### src/core/strap_cfg_pkg.sv
// Purpose: shared constants for the strap and power configuration block
// Assumes: one clock, straps read from the shared parallel pins
// Notes: strap bit positions are pin positions on the 24-bit data bus
`default_nettype none
package strap_cfg_pkg;
  localparam int DATA_W = 24;
  localparam int CTRL_W = 3;
  // strap positions on the shared data pins
  localparam int POS_CLK_SLEW = 21;
  localparam int POS_DATA_SLEW = 19;
  localparam int POS_SLEEP_SEL = 18;
  localparam int POS_STROBE = 17;
  localparam int POS_EQ_LO = 12;
  localparam int POS_OSC_LO = 8;
  localparam int POS_SPREAD_LO = 3;
  localparam int POS_MAP_LO = 0;
  localparam int EQ_W = 4;
  localparam int OSC_W = 3;
  localparam int SPREAD_W = 4;
  localparam int MAP_W = 2;
  // defaults after power down
  localparam logic [1:0] MAP_DEFAULT = 2'h0;
  localparam logic [3:0] EQ_DEFAULT = 4'h0;
  localparam logic [2:0] OSC_DEFAULT = 3'h0;
  localparam logic [3:0] SPREAD_DEFAULT = 4'h0;
  // field selects for host writes
  localparam logic [3:0] SEL_CLK_SLEW = 4'h0;
  localparam logic [3:0] SEL_DATA_SLEW = 4'h1;
  localparam logic [3:0] SEL_HOLD_LOW = 4'h2;
  localparam logic [3:0] SEL_SLEEP = 4'h3;
  localparam logic [3:0] SEL_STROBE = 4'h4;
  localparam logic [3:0] SEL_EQ = 4'h5;
  localparam logic [3:0] SEL_OSC = 4'h6;
  localparam logic [3:0] SEL_SPREAD = 4'h7;
  localparam logic [3:0] SEL_MAP = 4'h8;
  localparam logic [3:0] SEL_RELEASE = 4'h9;
  // number of clocks the pins are read as straps after power down ends
  localparam int STRAP_CYCLES = 2;
endpackage
`default_nettype wire

### src/core/deser_strap_power_config.sv
// Purpose: strap latch, host override and output gating of the deserializer configuration
// Assumes: power_down_input and all pins synchronous to clk; host writes one field per pulse
// Notes: slew, equalizer, oscillator, spread and map values drive analog or decode logic elsewhere
`default_nettype none

// What this block does
// - clock_output_slew_select at 1 asks for the fast clock edge rate, 0 is normal, and the host may set it.
// - data_output_slew_select at 1 asks for fast edges on all data and control outputs, and the host may set it.
// - with hold_outputs_low_option at 1 every output stays low, even when locked, until the host sets release.
// - with hold_outputs_low_option at 0 the outputs follow the link one clock after lock rises.
// - in power down the outputs take the state picked by sleep_output_state_select with the power-down input.
// - strobe_edge_select at 1 launches data for the rising clock edge, at 0 for the falling edge.
// - the four-bit equalization setting comes from straps or a host write.
// - the three-bit oscillator select comes from straps or a host write.
// - the four-bit spread range comes from straps or a host write.
// - the two-bit bit-mapping select comes from straps or a host write and defaults to zero.
// - power_down_input at 1 runs normally, at 0 powers down and clears every setting except sleep_output_state_select to default.
// - self_test_enable at 1 enters built-in self-test, at 0 runs normally.
// - the shared data pins are read as straps at power up before they are driven.
// - while lock is low the data, control and clock outputs take the sleep state, but stay driven low while hold-low is active.
module deser_strap_power_config
  import strap_cfg_pkg::*;
(
  // clock and reset
  input wire logic clk,
  input wire logic rst_b,
  // power and mode pins
  input wire logic power_down_input,
  input wire logic self_test_enable,
  input wire logic link_locked,
  input wire logic hold_low_strap,
  // shared parallel pins
  input wire logic [DATA_W-1:0] data_pin_in,
  output logic [DATA_W-1:0] data_pin_out,
  output logic data_pin_oe,
  output logic [CTRL_W-1:0] control_out,
  output logic control_oe,
  output logic recovered_clock_output,
  output logic clock_oe,
  // recovered payload from the link
  input wire logic [DATA_W-1:0] link_data,
  input wire logic [CTRL_W-1:0] link_control,
  input wire logic link_clock_level,
  // host field writes
  input wire logic host_wr,
  input wire logic [3:0] host_sel,
  input wire logic [3:0] host_wdata,
  // settings out
  output logic clock_output_slew_select,
  output logic data_output_slew_select,
  output logic hold_outputs_low_option,
  output logic sleep_output_state_select,
  output logic strobe_edge_select,
  output logic [EQ_W-1:0] receive_equalization_setting,
  output logic [OSC_W-1:0] internal_oscillator_select,
  output logic [SPREAD_W-1:0] spread_range_select,
  output logic [MAP_W-1:0] bit_map_select,
  output logic hold_released,
  output logic self_test_active,
  output logic strapping
);

  typedef enum logic [1:0] {
    ST_DOWN = 2'b00,
    ST_STRAP = 2'b01,
    ST_RUN = 2'b10
  } phase_e;

  phase_e phase_q;
  logic [1:0] strap_cnt_q;
  logic wr_ok;
  logic strap_take;

  assign wr_ok = host_wr && (phase_q == ST_RUN);
  assign strap_take = (phase_q == ST_STRAP) && (strap_cnt_q == 2'(STRAP_CYCLES - 1));
  assign strapping = (phase_q != ST_RUN);

  // power phase: pins stay inputs for a few clocks so strap levels settle before sampling
  always_ff @(posedge clk or negedge rst_b)
  begin
    if (!rst_b)
    begin
      phase_q <= ST_DOWN;
      strap_cnt_q <= 2'h0;
    end
    else if (!power_down_input)
    begin
      phase_q <= ST_DOWN;
      strap_cnt_q <= 2'h0;
    end
    else
    begin
      unique case (phase_q)
        ST_DOWN:
        begin
          phase_q <= ST_STRAP;
          strap_cnt_q <= 2'h0;
        end
        ST_STRAP:
        begin
          strap_cnt_q <= strap_cnt_q + 2'h1;
          if (strap_take)
          begin
            phase_q <= ST_RUN;
          end
        end
        ST_RUN:
        begin
          phase_q <= ST_RUN;
        end
        default:
        begin
          phase_q <= ST_DOWN;
        end
      endcase
    end
  end

  // settings: cleared in power down except the sleep select, strap latched on wake, host write overrides after
  always_ff @(posedge clk or negedge rst_b)
  begin
    if (!rst_b)
    begin
      clock_output_slew_select <= 1'b0;
      data_output_slew_select <= 1'b0;
      hold_outputs_low_option <= 1'b0;
      sleep_output_state_select <= 1'b0;
      strobe_edge_select <= 1'b0;
      receive_equalization_setting <= EQ_DEFAULT;
      internal_oscillator_select <= OSC_DEFAULT;
      spread_range_select <= SPREAD_DEFAULT;
      bit_map_select <= MAP_DEFAULT;
      hold_released <= 1'b0;
    end
    else if (!power_down_input)
    begin
      clock_output_slew_select <= 1'b0;
      data_output_slew_select <= 1'b0;
      hold_outputs_low_option <= 1'b0;
      strobe_edge_select <= 1'b0;
      receive_equalization_setting <= EQ_DEFAULT;
      internal_oscillator_select <= OSC_DEFAULT;
      spread_range_select <= SPREAD_DEFAULT;
      bit_map_select <= MAP_DEFAULT;
      hold_released <= 1'b0;
      // the sleep select keeps its value, it decides the pin state in power down
      sleep_output_state_select <= sleep_output_state_select;
    end
    else if (strap_take)
    begin
      clock_output_slew_select <= data_pin_in[POS_CLK_SLEW];
      data_output_slew_select <= data_pin_in[POS_DATA_SLEW];
      hold_outputs_low_option <= hold_low_strap;
      // the sleep strap is meaningless when the board asks for hold-low
      sleep_output_state_select <= hold_low_strap ? 1'b0 : data_pin_in[POS_SLEEP_SEL];
      strobe_edge_select <= data_pin_in[POS_STROBE];
      receive_equalization_setting <= data_pin_in[POS_EQ_LO +: EQ_W];
      internal_oscillator_select <= data_pin_in[POS_OSC_LO +: OSC_W];
      spread_range_select <= data_pin_in[POS_SPREAD_LO +: SPREAD_W];
      bit_map_select <= data_pin_in[POS_MAP_LO +: MAP_W];
    end
    else if (wr_ok)
    begin
      unique case (host_sel)
        SEL_CLK_SLEW: clock_output_slew_select <= host_wdata[0];
        SEL_DATA_SLEW: data_output_slew_select <= host_wdata[0];
        SEL_HOLD_LOW: hold_outputs_low_option <= host_wdata[0];
        SEL_SLEEP: sleep_output_state_select <= host_wdata[0];
        SEL_STROBE: strobe_edge_select <= host_wdata[0];
        SEL_EQ: receive_equalization_setting <= host_wdata[EQ_W-1:0];
        SEL_OSC: internal_oscillator_select <= host_wdata[OSC_W-1:0];
        SEL_SPREAD: spread_range_select <= host_wdata[SPREAD_W-1:0];
        SEL_MAP: bit_map_select <= host_wdata[MAP_W-1:0];
        SEL_RELEASE: hold_released <= host_wdata[0];
        default: hold_released <= hold_released;
      endcase
    end
  end

  always_ff @(posedge clk or negedge rst_b)
  begin
    if (!rst_b)
    begin
      self_test_active <= 1'b0;
    end
    else
    begin
      self_test_active <= self_test_enable && power_down_input && (phase_q == ST_RUN);
    end
  end

  // output stage; the strobe edge is realised by the launch edge of the clock output
  logic hold_low;
  logic sleep_state;
  logic run;
  logic park_drive;
  assign run = (phase_q == ST_RUN);
  assign hold_low = hold_outputs_low_option && !hold_released;
  // sleep select 0 floats the pins, 1 drives them low
  assign sleep_state = !power_down_input || !link_locked;
  // pins float while straps are read; in power down only the sleep select decides whether they are driven
  assign park_drive = (run && hold_low) || (sleep_output_state_select && (run || !power_down_input));

  always_ff @(posedge clk or negedge rst_b)
  begin
    if (!rst_b)
    begin
      data_pin_out <= '0;
      control_out <= '0;
      recovered_clock_output <= 1'b0;
      data_pin_oe <= 1'b0;
      control_oe <= 1'b0;
      clock_oe <= 1'b0;
    end
    else if (!run || sleep_state || hold_low)
    begin
      data_pin_out <= '0;
      control_out <= '0;
      recovered_clock_output <= 1'b0;
      data_pin_oe <= park_drive;
      control_oe <= park_drive;
      clock_oe <= park_drive;
    end
    else
    begin
      data_pin_out <= link_data;
      control_out <= link_control;
      recovered_clock_output <= strobe_edge_select ? link_clock_level : !link_clock_level;
      data_pin_oe <= 1'b1;
      control_oe <= 1'b1;
      clock_oe <= 1'b1;
    end
  end

endmodule
`default_nettype wire

### config.mk
export PLATFORM = sky130hd
export DESIGN_NAME = deser_strap_power_config
export DESIGN_NICKNAME = d
export VERILOG_FILES = /design/src/core/strap_cfg_pkg.sv /design/src/core/deser_strap_power_config.sv
export SDC_FILE = /design/constraint.sdc
export NUM_CORES = 1
export LEC_CHECK = 0
export BUFFER_PORTS_ARGS = -buffer_cell sky130_fd_sc_hd__buf_2
export CAP_MARGIN = 20
export CORE_AREA = 8 8 86 88
export CTS_CLUSTER_SIZE = 40
export DETAILED_ROUTE_END_ITERATION = 8
export DIE_AREA = 0 0 94 96
export PLACE_DENSITY = 0.75
export SKIP_CTS_REPAIR_TIMING = 1
export SYNTH_ARGS = -nofsm -noshare
export SYNTH_HDL_FRONTEND = slang
export SYNTH_SLANG_ARGS = --single-unit
### constraint.sdc
create_clock -name clk -period 4.37 [get_ports clk]
set_input_delay 0.874 -clock clk [delete_from_list [all_inputs] [get_ports clk]]
set_output_delay 0.874 -clock clk [all_outputs]
set_load 0.05 [all_outputs]
==> results by group <==
Status
  • Status: complete, no violations

Die
  • Initial core utilization: 42.8%
  • Die area: 0.00902 mm2
  • # rows: 29
  • DIE HEIGHT: 96 um
  • IO Count: 119
  • Core area: 0.00610 mm2
  • Horiz. Die Dim: 94 um

Critical path
  • CP startpoint kind: flop
  • Setup crit end kind: flop
  • Worst Path Buf+Inv: 1
  • Crit-path slowest cell: a21boi_0
  • Worst path max stage delay: 950 ps
  • Delay-heaviest family, CP: compound AO/OA/AOI/OAI gates
  • Req. time, crit path: 4600 ps
  • Kind of critical path: flop to flop
  • Worst EP arrival: 2690 ps
  • CP cell instances: inv_1, ha_1, a21boi_0, o21ai_0, mux2i_1
  • CP max FO: 30

Hold path
  • Hold/Removal Path Class: flop to flop

Place
  • # port buffers: 111
  • HPWL after DPL: 4890 um
  • RD Place Congestion: 0.733

Finish
  • Layout Nets: 413
  • Share of layout cells above drive strength 1: 38.5%
  • Leading cell type in the layout, fill and taps excluded: buf_2
  • Most frequent cells in the layout: buf_2, dfrtp_1, and2_1
  • Core Util, Final: 54.0%
  • Area growth from synthesis to layout: 26.2%
  • N_diodes: 0

Drt
  • Drt first pass iters: 4
  • Vias: 2,046
  • Vias per inst: 4.91
  • Final WL: 6390 um
  • DRC: 0
  • ANT nets after route: 0
  • Drt wl/cell: 15.3 um
  • Initial DRC count: 60

Timing
  • Skew final: 8.06 ps
  • Slew @ Worst Pin: 1040 ps
  • Slew headroom: 30.2%
  • Sum Neg Setup Slack: 0 ps
  • Final setup fails: 0
  • RSZ-0062 raised after global routing: false
  • Tmin final: 2450 ps
  • Max-slew violations: 0
  • Hold Fails Final Rpt: 0
  • Fin crit share: 56.1%
  • Fmax: 0.408 GHz

Logic synthesis
  • Post-synth EDFFs: 0
  • Syn nets: 310
  • Flops & latches, synth: 53
  • Top_reg_cell synth: dfrtp_1
  • Share of Yosys cell area claimed by the top area cell type: 50.8%
  • Mapped cell area: 0.00261 mm2
  • Register area share after synthesis: 50.8%
  • Top cells by area, synth: dfrtp_1, and2_1, mux2i_1, and3_1, o21ai_0
  • Post-synthesis cell type count: 39
  • Yosys warnings: 0
  • Post-synth ARST share: 100%
  • Syn_area_per_cell: 11.1 um2
  • Cell count after synthesis: 236
  • Area leader, netlist: dfrtp_1

Clocking
  • Clk sinks: 53
  • Max clock buf depth: 2
  • H-tree Lvls: 2
  • Clock Latency Late Sink: 300 ps
  • Clock slew at reported path FFs: 100 ps
  • TritonCTS Buffers: 5
  • CTS Root Cell: clkbuf_8
  • CTS tree: done

Global route
  • Initial antenna violation count: 0
  • Gr ovfl total: 0
  • Largest net degree at the start of global routing: 54
  • GR Util All Layers: 14.4%
  • First-pass GRT wire length: 10,400 um
  • Number of global-route vias before repair: 2,243

Power and ir drop
  • VDD IR max: 0.271 mV
  • Pwr/cell area: 508 mW/mm2
  • LEAKAGE: 1.82 nW

Run
  • Max cap viols: 0
-- layer usage --
layer  part of all wire, %  track usage, %
met1                    41            17.1
met2                    50            24.6
met3                   7.5            4.21
met4                   1.5            4.89
met5                     0               0
-- registers in the layout, summed over array words and instances, names as in the netlist, 2 cells and up --
| name | count |
|---|---|
| data_pin_out | 24 |
| control_out | 3 |
| phase_q | 2 |
| spread_range_select | 4 |
| receive_equalization_setting | 4 |
| strap_cnt_q | 2 |
| internal_oscillator_select | 3 |
| bit_map_select | 2 |
-- power by group --
group	internal, mW	total [mW]	switching [mW]
clock	0.172	0.336	0.164
combinational	0.195	0.722	0.527
sequential	0.568	0.613	0.0455
total	0.935	1.67	0.737
-- layout make-up --
class | instances | area [um2]
clock buffers | 5 | 68.8
fillers | 588 | 2800
inverters | 24 | 90.1
flip-flops and latches | 53 | 1330
repair buffers | 112 | 563
multi-input cells | 143 | 1100
well taps | 77 | 96.3
clock inverters | 3 | 43.8
-- path summary, 6_finish.rpt --
kind	from	depth (start not counted)	slack, ps	end
worst max register to register	phase_q[1]	5	1920	spread_range_select[0]
worst max-delay path	phase_q[1]	5	1920	spread_range_select[0]
max in group asynchronous	rst_b	2	3250	strobe_edge_select
min in group asynchronous	rst_b	2	670	data_pin_out[2]
worst min register to register	spread_range_select[2]	2	520	spread_range_select[2]
worst min-delay path	spread_range_select[2]	2	520	spread_range_select[2]
-- tightest hold or removal path, stage by stage (launching register included) --
cell     delay, ps
dfrtp_1        390
inv_1           50
mux2i_1         50
-- metrics by stage --
stage / power [mW] / instance area [um2] / hold WS [ps] / setup WS, ps / std cells
floorplan: 1.18 / 2610 / 496 / 2390 / 236
global placement: 1.34 / 3180 / 506 / 1930 / 409
detailed placement: 1.35 / 3180 / 514 / 1900 / 409
CTS: 1.69 / 3290 / 532 / 1880 / 417
global route: 1.78 / 3290 / 551 / 1540 / 417
finish: 1.67 / 3290 / 524 / 1920 / 417
-- synthesized netlist by cell type, types with 2 or more instances --
cell type,number
nand4bb_1,2
nand4_1,2
nand3_1,3
dfrtp_1,53
buf_4,2
a21oi_1,3
buf_6,2
ha_1,7
or3b_2,2
a22oi_1,4
or4b_1,4
clkbuf_1,6
nand2_1,5
o21ai_0,20
clkbuf_2,4
nor2_1,2
a21boi_0,5
a22oi_4,4
mux2i_1,18
and3_1,18
and2_1,29
inv_1,24
-- logic make-up (layout without fill, tap and decap cells) --
group	after synthesis	after routing	share of synthesized area, %
adder cells (fa/ha/maj)	7	7	3.36
flip-flops	53	53	50.8
buffers and inverters	40	144	6.86
multiplexers	18	18	6.91
XOR/XNOR	1	1	0.336
AND/OR/NAND/NOR	74	74	18.7
AO/OA/AOI/OAI	43	43	13.0
(Power assumes the default switching activity.)
